==> src/pkg/tpc4_pkg.sv <==
// constants and types for the channel 4 pin-function control block
package tpc4_pkg;
  // ******************************************************
  // bus map
  // ******************************************************
  localparam int unsigned ADDR_W = 18; // byte address width
  localparam logic [17:0] CTRL_IDX = 18'h0fe92; // printed index
  localparam logic [17:0] CTRL_ADDR = {CTRL_IDX[15:0], 2'b00};
  localparam logic [17:0] GRA_ADDR = 18'h3fa4c; // general reg a
  localparam logic [17:0] GRB_ADDR = 18'h3fa50; // general reg b
  localparam logic [1:0] RESP_OKAY = 2'h0;
  localparam logic [1:0] RESP_SLVERR = 2'h2;
  // ******************************************************
  // control register layout
  // ******************************************************
  localparam logic [7:0] CTRL_RESET = 8'h00;
  localparam int unsigned SEL_W = 4; // one selector per register
  localparam int unsigned CAP_BIT = 3; // 1 = input capture
  localparam int unsigned SRC_BIT = 2; // init level, or cascade
  localparam logic [1:0] OC_OFF = 2'h0; // output disabled
  localparam logic [1:0] OC_LOW = 2'h1; // 0 at match
  localparam logic [1:0] OC_HIGH = 2'h2; // 1 at match
  localparam logic [1:0] OC_TOG = 2'h3; // toggle at match
  localparam int unsigned CNT_W = 16; // counter width
  localparam logic [15:0] GR_RESET = 16'hffff;
  // pin drive pair
  typedef struct packed {
    logic level; // driven level
    logic oe; // high while driving
  } tpc4_pin_drv_t;
  // write channel states
  typedef enum logic [1:0] {
    WR_IDLE = 2'b01,
    WR_RESP = 2'b10
  } tpc4_wr_state_t;
endpackage

==> src/rtl/tpc4_top.sv <==
// channel 4 pin-function control with capture/compare and axi4-lite
//
// Local design decision: register access over AXI4-Lite.
`timescale 1ns/1ps
// Notes on behaviour
// - 8-bit rw control, b high nibble, a low
// - top bit 0: compare, init level, 00 off
// - low bits 01: pin low at match
// - low bits 10: pin high at match
// - low bits 11: toggle pin at match
// - 1000: capture on pin rising edge
// - 1001: capture on pin falling edge
// - 101x: capture on both pin edges
// - 11xx: capture on channel 3 event
module tpc4_top (
  input wire logic clk_sys, // 200 mhz clock
  input wire logic rst, // sync reset, active high
  input wire logic [17:0] s_axi_awaddr, // write address
  input wire logic s_axi_awvalid, // write address valid
  output logic s_axi_awready, // write address ready
  input wire logic [31:0] s_axi_wdata, // write data
  input wire logic [3:0] s_axi_wstrb, // byte strobes
  input wire logic s_axi_wvalid, // write data valid
  output logic s_axi_wready, // write data ready
  output logic [1:0] s_axi_bresp, // write response
  output logic s_axi_bvalid, // write response valid
  input wire logic s_axi_bready, // write response ready
  input wire logic [17:0] s_axi_araddr, // read address
  input wire logic s_axi_arvalid, // read address valid
  output logic s_axi_arready, // read address ready
  output logic [31:0] s_axi_rdata, // read data
  output logic [1:0] s_axi_rresp, // read response
  output logic s_axi_rvalid, // read data valid
  input wire logic s_axi_rready, // read data ready
  input wire logic [15:0] counter, // channel 4 counter value
  input wire logic ch3_a_event, // ch3 reg a match/capture pulse
  input wire logic ch3_c_event, // ch3 reg c match/capture pulse
  input wire logic ch4_pin_a_in, // pin a level
  input wire logic ch4_pin_b_in, // pin b level
  output tpc4_pkg::tpc4_pin_drv_t ch4_pin_a, // pin a drive
  output tpc4_pkg::tpc4_pin_drv_t ch4_pin_b // pin b drive
);
  // ******************************************************
  // state
  // ******************************************************
  tpc4_pkg::tpc4_wr_state_t wr_state; // write channel state
  logic aw_got; // write address held
  logic w_got; // write data held
  logic [17:0] waddr; // held write address
  logic [31:0] wdata; // held write data
  logic [3:0] wstrb; // held strobes
  logic [7:0] ch4_pin_function_control; // selectors b:a
  logic [15:0] gr [2]; // general registers a, b
  logic [1:0] pin_level; // driven levels
  logic [1:0] pin_oe; // drive enables
  logic [1:0] pin_prev; // last sampled pin levels
  logic [1:0] match_prev; // last compare result
  logic [1:0] oc_hit; // compare match event
  logic [1:0] cap_trig; // capture event
  logic wr_fire; // write performed this cycle
  logic ctrl_wr; // control register written
  logic [1:0] gr_wr; // general register written
  logic [31:0] next_rdata; // read mux
  logic [1:0] next_rresp; // read response mux
  wire [1:0] pin_in = {ch4_pin_b_in, ch4_pin_a_in};
  wire [1:0] casc = {ch3_c_event, ch3_a_event};
  assign wr_fire = (wr_state == tpc4_pkg::WR_IDLE) && aw_got && w_got;
  assign ctrl_wr = wr_fire && (waddr == tpc4_pkg::CTRL_ADDR) && wstrb[0];
  assign gr_wr[0] = wr_fire && (waddr == tpc4_pkg::GRA_ADDR);
  assign gr_wr[1] = wr_fire && (waddr == tpc4_pkg::GRB_ADDR);
  // ******************************************************
  // axi4-lite write channel
  // ******************************************************
  // address and data are taken in either order and held until the
  // write response is accepted; ready stays low while one is held
  always_ff @(posedge clk_sys) begin
    if (rst) begin
      wr_state <= tpc4_pkg::WR_IDLE;
      aw_got <= 1'b0;
      w_got <= 1'b0;
      waddr <= '0;
      wdata <= '0;
      wstrb <= '0;
      s_axi_awready <= 1'b0;
      s_axi_wready <= 1'b0;
      s_axi_bvalid <= 1'b0;
      s_axi_bresp <= tpc4_pkg::RESP_OKAY;
    end else begin
      s_axi_awready <= ~aw_got && ~(s_axi_awvalid && s_axi_awready);
      s_axi_wready <= ~w_got && ~(s_axi_wvalid && s_axi_wready);
      if (s_axi_awvalid && s_axi_awready) begin
        aw_got <= 1'b1;
        waddr <= s_axi_awaddr;
      end
      if (s_axi_wvalid && s_axi_wready) begin
        w_got <= 1'b1;
        wdata <= s_axi_wdata;
        wstrb <= s_axi_wstrb;
      end
      unique case (wr_state)
        tpc4_pkg::WR_IDLE: begin
          if (aw_got && w_got) begin
            wr_state <= tpc4_pkg::WR_RESP;
            s_axi_bvalid <= 1'b1;
            // unmapped writes are answered with an error
            s_axi_bresp <= (ctrl_wr || gr_wr != 2'b00 ||
                waddr == tpc4_pkg::CTRL_ADDR) ?
                tpc4_pkg::RESP_OKAY : tpc4_pkg::RESP_SLVERR;
          end
        end
        tpc4_pkg::WR_RESP: begin
          if (s_axi_bready) begin
            wr_state <= tpc4_pkg::WR_IDLE;
            s_axi_bvalid <= 1'b0;
            aw_got <= 1'b0;
            w_got <= 1'b0;
          end
        end
      endcase
    end
  end
  // ******************************************************
  // axi4-lite read channel
  // ******************************************************
  // read mux; upper bits read as zero
  always_comb begin
    next_rdata = '0;
    next_rresp = tpc4_pkg::RESP_OKAY;
    if (s_axi_araddr == tpc4_pkg::CTRL_ADDR) begin
      next_rdata[7:0] = ch4_pin_function_control;
    end else if (s_axi_araddr == tpc4_pkg::GRA_ADDR) begin
      next_rdata[15:0] = gr[0];
    end else if (s_axi_araddr == tpc4_pkg::GRB_ADDR) begin
      next_rdata[15:0] = gr[1];
    end else begin
      next_rresp = tpc4_pkg::RESP_SLVERR;
    end
  end
  // one read at a time; arready drops while the answer waits
  always_ff @(posedge clk_sys) begin
    if (rst) begin
      s_axi_arready <= 1'b0;
      s_axi_rvalid <= 1'b0;
      s_axi_rdata <= '0;
      s_axi_rresp <= tpc4_pkg::RESP_OKAY;
    end else if (s_axi_arvalid && s_axi_arready) begin
      s_axi_arready <= 1'b0;
      s_axi_rvalid <= 1'b1;
      s_axi_rdata <= next_rdata;
      s_axi_rresp <= next_rresp;
    end else if (s_axi_rvalid) begin
      if (s_axi_rready) begin
        s_axi_rvalid <= 1'b0;
        s_axi_arready <= 1'b1;
      end
    end else begin
      s_axi_arready <= 1'b1;
    end
  end
  // ******************************************************
  // control register
  // ******************************************************
  always_ff @(posedge clk_sys) begin
    if (rst) begin
      ch4_pin_function_control <= tpc4_pkg::CTRL_RESET;
    end else if (ctrl_wr) begin
      ch4_pin_function_control <= wdata[7:0];
    end
  end
  // ******************************************************
  // per register compare and capture
  // ******************************************************
  for (genvar i = 0; i < 2; i++) begin : g_ch
    wire [3:0] sel = ch4_pin_function_control[i*tpc4_pkg::SEL_W +:
        tpc4_pkg::SEL_W];
    wire [3:0] new_sel = wdata[i*tpc4_pkg::SEL_W +: tpc4_pkg::SEL_W];
    wire is_cap = sel[tpc4_pkg::CAP_BIT];
    wire rise = pin_in[i] && ~pin_prev[i];
    wire fall = ~pin_in[i] && pin_prev[i];
    wire match = (counter == gr[i]);
    // a match that lasts many cycles fires only once
    assign oc_hit[i] = ~is_cap && match && ~match_prev[i];
    // edge choice, or the channel 3 event in cascade
    assign cap_trig[i] = is_cap && (sel[tpc4_pkg::SRC_BIT] ? casc[i] :
        sel[1] ? (rise || fall) :
        sel[0] ? fall : rise);
    // sampling pins and compare result for edge detection
    always_ff @(posedge clk_sys) begin
      if (rst) begin
        pin_prev[i] <= 1'b0;
        match_prev[i] <= 1'b0;
      end else begin
        pin_prev[i] <= pin_in[i];
        match_prev[i] <= match;
      end
    end
    // capture wins over a software write in the same cycle
    always_ff @(posedge clk_sys) begin
      if (rst) begin
        gr[i] <= tpc4_pkg::GR_RESET;
      end else if (cap_trig[i]) begin
        gr[i] <= counter;
      end else if (gr_wr[i]) begin
        if (wstrb[0]) begin
          gr[i][7:0] <= wdata[7:0];
        end
        if (wstrb[1]) begin
          gr[i][15:8] <= wdata[15:8];
        end
      end
    end
    // pin level: initial level on selector write, then match action
    always_ff @(posedge clk_sys) begin
      if (rst) begin
        pin_level[i] <= 1'b0;
        pin_oe[i] <= 1'b0;
      end else begin
        pin_oe[i] <= ~is_cap && (sel[1:0] != tpc4_pkg::OC_OFF);
        if (ctrl_wr && ~new_sel[tpc4_pkg::CAP_BIT]) begin
          pin_level[i] <= new_sel[tpc4_pkg::SRC_BIT];
        end else if (oc_hit[i]) begin
          unique case (sel[1:0])
            tpc4_pkg::OC_OFF: pin_level[i] <= pin_level[i];
            tpc4_pkg::OC_LOW: pin_level[i] <= 1'b0;
            tpc4_pkg::OC_HIGH: pin_level[i] <= 1'b1;
            tpc4_pkg::OC_TOG: pin_level[i] <= ~pin_level[i];
          endcase
        end
      end
    end
  end
  assign ch4_pin_a = '{level: pin_level[0], oe: pin_oe[0]};
  assign ch4_pin_b = '{level: pin_level[1], oe: pin_oe[1]};
  // ******************************************************
  // assertions
  // ******************************************************
  wire [3:0] sa = ch4_pin_function_control[3:0];
  wire [3:0] sb = ch4_pin_function_control[7:4];
  property p_ctrl_rst;
    @(posedge clk_sys) rst |=> ch4_pin_function_control == 8'h00;
  endproperty
  a_ctrl_rst: assert property (p_ctrl_rst) else $error("ctrl reset");
  property p_ctrl_wr;
    @(posedge clk_sys) disable iff (rst)
      ctrl_wr |=> ch4_pin_function_control == $past(wdata[7:0]);
  endproperty
  a_ctrl_wr: assert property (p_ctrl_wr) else $error("ctrl write");
  property p_init;
    @(posedge clk_sys) disable iff (rst)
      ctrl_wr && !wdata[3] |=> pin_level[0] == $past(wdata[2]);
  endproperty
  a_init: assert property (p_init) else $error("initial level");
  property p_off;
    @(posedge clk_sys) disable iff (rst)
      (sa[3:2] == 2'h0 && sa[1:0] == 2'h0) [*2] |-> !ch4_pin_a.oe;
  endproperty
  a_off: assert property (p_off) else $error("pin driven while off");
  property p_low;
    @(posedge clk_sys) disable iff (rst)
      oc_hit[0] && sa[1:0] == 2'h1 && !ctrl_wr |=> !pin_level[0];
  endproperty
  a_low: assert property (p_low) else $error("match low");
  property p_high;
    @(posedge clk_sys) disable iff (rst)
      oc_hit[1] && sb[1:0] == 2'h2 && !ctrl_wr |=> pin_level[1];
  endproperty
  a_high: assert property (p_high) else $error("match high");
  property p_tog;
    @(posedge clk_sys) disable iff (rst)
      oc_hit[0] && sa[1:0] == 2'h3 && !ctrl_wr |=>
        pin_level[0] != $past(pin_level[0]);
  endproperty
  a_tog: assert property (p_tog) else $error("toggle");
  property p_rise;
    @(posedge clk_sys) disable iff (rst)
      sa == 4'h8 && $rose(ch4_pin_a_in) |-> ##1 gr[0] == $past(counter);
  endproperty
  a_rise: assert property (p_rise) else $error("rise capture");
  property p_fall;
    @(posedge clk_sys) disable iff (rst)
      sb == 4'h9 && $fell(ch4_pin_b_in) |-> ##1 gr[1] == $past(counter);
  endproperty
  a_fall: assert property (p_fall) else $error("fall capture");
  property p_both;
    @(posedge clk_sys) disable iff (rst)
      sa[3:1] == 3'h5 && ($past(ch4_pin_a_in) != ch4_pin_a_in) |=>
        gr[0] == $past(counter);
  endproperty
  a_both: assert property (p_both) else $error("both capture");
  property p_casc;
    @(posedge clk_sys) disable iff (rst)
      sb[3:2] == 2'h3 && ch3_c_event |=> gr[1] == $past(counter);
  endproperty
  a_casc: assert property (p_casc) else $error("cascade capture");
  c_tog: cover property (@(posedge clk_sys) oc_hit[0] && sa[1:0] == 2'h3);
  c_casc: cover property (@(posedge clk_sys) cap_trig[1] && sb[2]);
  c_wr: cover property (@(posedge clk_sys) s_axi_bvalid && s_axi_bready);
  c_rd: cover property (@(posedge clk_sys) s_axi_rvalid && s_axi_rready);
endmodule

==> config.mk <==
export PLATFORM = sky130hd
export DESIGN_NAME = tpc4_top
export DESIGN_NICKNAME = d
export VERILOG_FILES = /design/src/pkg/tpc4_pkg.sv /design/src/rtl/tpc4_top.sv
export SDC_FILE = /design/constraint.sdc
export NUM_CORES = 1
export LEC_CHECK = 0
export BUFFER_PORTS_ARGS = -buffer_cell sky130_fd_sc_hd__buf_2
export CAP_MARGIN = 30
export CELL_PAD_IN_SITES_DETAIL_PLACEMENT = 1
export CELL_PAD_IN_SITES_GLOBAL_PLACEMENT = 1
export CORE_ASPECT_RATIO = 0.8
export CORE_MARGIN = 2
export CORE_UTILIZATION = 30
export DETAILED_ROUTE_END_ITERATION = 16
export GPL_TIMING_DRIVEN = 0
export PLACE_DENSITY = 0.7
export SYNTH_ARGS = -nofsm -noshare
export SYNTH_HDL_FRONTEND = slang
export SYNTH_SLANG_ARGS = --single-unit
==> constraint.sdc <==
create_clock -name clk_sys -period 2.3 [get_ports clk_sys]
set_clock_uncertainty 0.1 [all_clocks]
set_input_delay 0.115 -clock clk_sys [delete_from_list [all_inputs] [get_ports clk_sys]]
set_output_delay 0.115 -clock clk_sys [all_outputs]
set_load 0.01 [all_outputs]
# Word-level counts from Yosys, hierarchy flattened
# Memory sizes are Yosys's and may differ from the RTL's.
# Cells that the tools add are included.
# Widths: inputs -> output; s select.
# classes
muxes	69
n_reduce_logical	42
bitwise_logic	22
n_eq_ne	21
# op_table
op	count
$eq 18x18->1 const B	6
$mux 16	4
$mux 1	49
$mux 8	6
$eq 16x16->1	2
$logic_and 1x1->1	26
$not 1->1	16
$mux 2	6
$eq 2x2->1 const B	5
$reduce_bool 2->1	5
$reduce_and 2->1	4
$eq 2x1->1 const B	3
$ne 2x2->1 const B	3
$or 1x1->1	6
$pmux 1 s3	2
$logic_not 2->1	2
$logic_or 1x1->1	4
$ne 2x1->1 const B	2
$pmux 2 s2	1
$pmux 1 s2	1
$reduce_or 2->1	1
# totals
output_inout_bits	45
word_cells	178
regBits	81
mem_bits_rw	32
mem_count	1
# mem_list
name	words	word_bits	rd	rd_ports_with_merged_regs	write_ports	line	text
gr	2	16	2	0	2	tpc4_top.sv:53	logic [15:0] gr [2];

# Logic depth before layout (Yosys ltp)
# depth
word_depth	11
mapped_depth	8

# Worst setup path after synthesis
# Ideal clock, no wire load.
# synth_timing
path_kind	register to register
start	register waddr[0]
end	memory gr[0][10], enable pin
required_time_ns	1.863
path_slack_ns	0.225
setup_ns	0.337
arrival_ns	1.638
stages_incl_launch_ff	6
cell_sequence	dfxtp_1 or4b_4 nor2_1 and2_1 nand4_2 nand3_1
# synth_rtl
item	line	text
from (decl)	tpc4_top.sv:49	logic [17:0] waddr;
from (signal assigned)	tpc4_top.sv:93	waddr <= s_axi_awaddr;
to (decl)	tpc4_top.sv:53	

==> flow_summary_export.csv <==
group,metric,value,unit
logic_synthesis,yosys.area.top_type,"dfxtp_1",
outcome,status,"complete, no violations",
timing,grt_setup_unrepaired,"yes",
timing,hold_violations,0,
logic_synthesis,synthCells,525,
clock_tree,cts_buffers,9,
job,cap_violations,0,
pwr,powerDensity,588,mW/mm²
final_layout,final_util,0.407,
floorplanning,die_y,121,µm
timing,min_period,2.27,ns
final_layout,ff_latch_area,0.00252,mm²
timing,fin_ws,0.0323,ns
global_routing,antenna_found_initial,0,
logic_synthesis,synth_most_common_cell,"nand2_1",
logic_synthesis,synthMuxAreaShare,0.0325,
floorplanning,die_area,0.0183,mm²
route,ant_nets,0,
critical_path,cp_max_fo,8,
route,vias,4513,
logic_synthesis,yosysUniqueCellTypes,54,
clock_tree,clkTransAtPathRegs,0.08,ns
global_routing,grt_util_met3,0.0365,
logic_synthesis,synth.top_cell.area_share,0.302,
logic_synthesis,synthArstFlopShare,0,
logic_synthesis,synth_edf_count,32,
global_routing,grt_pass1_vias,4831,
route,dr.pass1.iters,4,
global_routing,grt-ovfl-total,0,
pwr,p_leak,0.00259,µW
global_routing,met2_usage,0.313,
logic_synthesis,synthTopCellsByCount,"nand2_1, dfxtp_1, a21oi_1",
timing,tightest_slew,0.980,ns
logic_synthesis,syn_area_per_cell,9.84,µm²
logic_synthesis,yosys-top-cells-area,"dfxtp_1, edfxtp_1, nand2_1",
route,dr.first_iter.drc_count,258,
timing,setup_viol,0,
clock_tree,cts_tree,"yes",
route,routedWlPerCell,17.5,µm
worst_hold_path,worstHoldPathType,"in -> reg",
timing,finalSetupTns,0,ns
global_routing,grt_pass1_wl,25500,µm
floorplanning,initial_core_util,0.309,
timing,fmax,441,MHz
critical_path,crit_path_end_kind,"flop",
final_layout,insertedDiodeCount,0,
final_layout,multi_input_area,0.00250,mm²
timing,final_max_slew_viol_count,0,
logic_synthesis,synth-seq-area-share,0.488,
final_layout,nNetsFinal,804,
placement,dp_slack,-0.170,ns
clock_tree,clk_path_buf_depth,2,
global_routing,grtUsageMet1,0.232,
floorplanning,core_area,0.0167,mm²
route,wl,16200,µm
floorplanning,row_count,42,
clock_tree,cts-root-buf,"clkbuf_16",
critical_path,arrival,2.28,ns
logic_synthesis,synth_seq_cells,110,
logic_synthesis,synth_xor_xnor_area_share,0.0543,
pwr,ir_drop,0.000318,V
final_layout,area_delta_synth_final,31.6,%
floorplanning,io_pins,144,
logic_synthesis,synthAdderAreaFrac,0.00969,
global_routing,grt_max_degree,18,
route,drc_errors,0,
timing,max_slew_margin,0.341,
clock_tree,h-tree-depth,3,
logic_synthesis,synthFlopType,"dfxtp_1",
clock_tree,clkSinkCount,110,
global_routing,grt_usage,0.181,
critical_path,startpoint_type,"flop",
placement,dp_hpwl,12400,µm
logic_synthesis,synthSimpleGateAreaFrac,0.189,
critical_path,critPathRequiredTime,2.31,ns
placement,gp_congestion,0.820,
critical_path,setup.worst_path.class,"reg -> reg",
final_layout,final_layout_size_suffix_gt1_frac,0.271,
logic_synthesis,synth_compound_area_frac,0.170,
floorplanning,fp.dieW,151,µm
timing,hold_ws,0.0232,ns
logic_synthesis,yosysWarnings,0,
timing,finalCritPeriodShare,0.986,
global_routing,grt_busiest_layer,"met2",
logic_synthesis,syn_area,0.00517,mm²
clock_tree,insertion_delay,0.36,ns
final_layout,nFillCells,1935,
logic_synthesis,synth_top_family_by_area,"simple AND/OR/NAND/NOR gates",
placement,io_buffers,106,
route,via_per_inst,4.87,
## power by group
group	internal (µW)	switching, µW
Combinational	205	247
Sequential	2040	46.7
Clock	733	722
## through the flow
stage	total power, µW	area [µm²]	std cells
floorplan	2340	5230	542
global placement	2510	6040	868
detailed placement	2530	6040	868
CTS	4030	6740	924
global route	4180	6800	926
finish	4000	6800	926
## worst paths after layout
kind	from	endpoint	slack, ns	cells past startpoint
min reg2reg	waddr[8]	waddr[8]	0.36	2
max	waddr[0]	gr[1][0]	0.03	5
max reg2reg	waddr[0]	gr[1][0]	0.03	5
min	counter[12]	gr[1][12]	0.02	2
## layout by cell type, fill, tap and decap left out, drive strengths merged, types with 16 or more instances in the layout
cell type,count
buf,134
nand2,84
dfxtp,78
dlygate4sd3,39
a21oi,38
nor2,34
xor2,32
edfxtp,32
clkbuf,25
conb,18
a22o,17
o22a,16
## cells by family after synthesis
| family | count (synthesis) |
|---|---|
| flip-flops | 110 |
| AND/OR/NAND/NOR | 187 |
| other | 1 |
| multiplexers | 16 |
| XOR/XNOR | 32 |
| adder cells (fa/ha/maj) | 4 |
| AO/OA/AOI/OAI | 121 |
| buffers and inverters | 54 |
## worst max-delay path: stages (launching register included)
cell and delay, ns:
dfxtp_2 0.32, or4b_4 0.55, or2_4 0.28, nor4_4 0.34, nand3_4 0.19, o22a_1 0.24
## registers in the layout, indices dropped and copies added, names as in the netlist, 2 cells and up
signal / flops
s_axi_rdata: 16
ch4_pin_function_control: 8
ch4_pin_b: 2
match_prev: 2
wstrb: 2
pin_prev: 2
waddr: 18
wdata: 16
gr: 32
ch4_pin_a: 2
## what timing repair did
item,CTS,global route
pin swaps,1,10
hold endpoints to repair,40,0
setup endpoints to repair,60,47
hold buffers,39,0
setup buffers,1,2
resized for setup,10,12
## area by class of cell
type | count | area share
clock inverters | 6 | 0.00570
flip-flops and latches | 110 | 0.371
well taps | 220 | 0.0405
clock buffers | 10 | 0.0337
multi-input cells | 378 | 0.367
inverters | 14 | 0.00773
repair buffers | 148 | 0.139
plain buffers | 40 | 0.0351
## per-layer routing
metal | vias to the layer above | wire, µm
met5 | - | 0
met4 | 0 | 225
met3 | 17 | 882
met2 | 131 | 7720
met1 | 2160 | 7350
li1 | 2205 | -
Power figures use the tool's default switching activity.
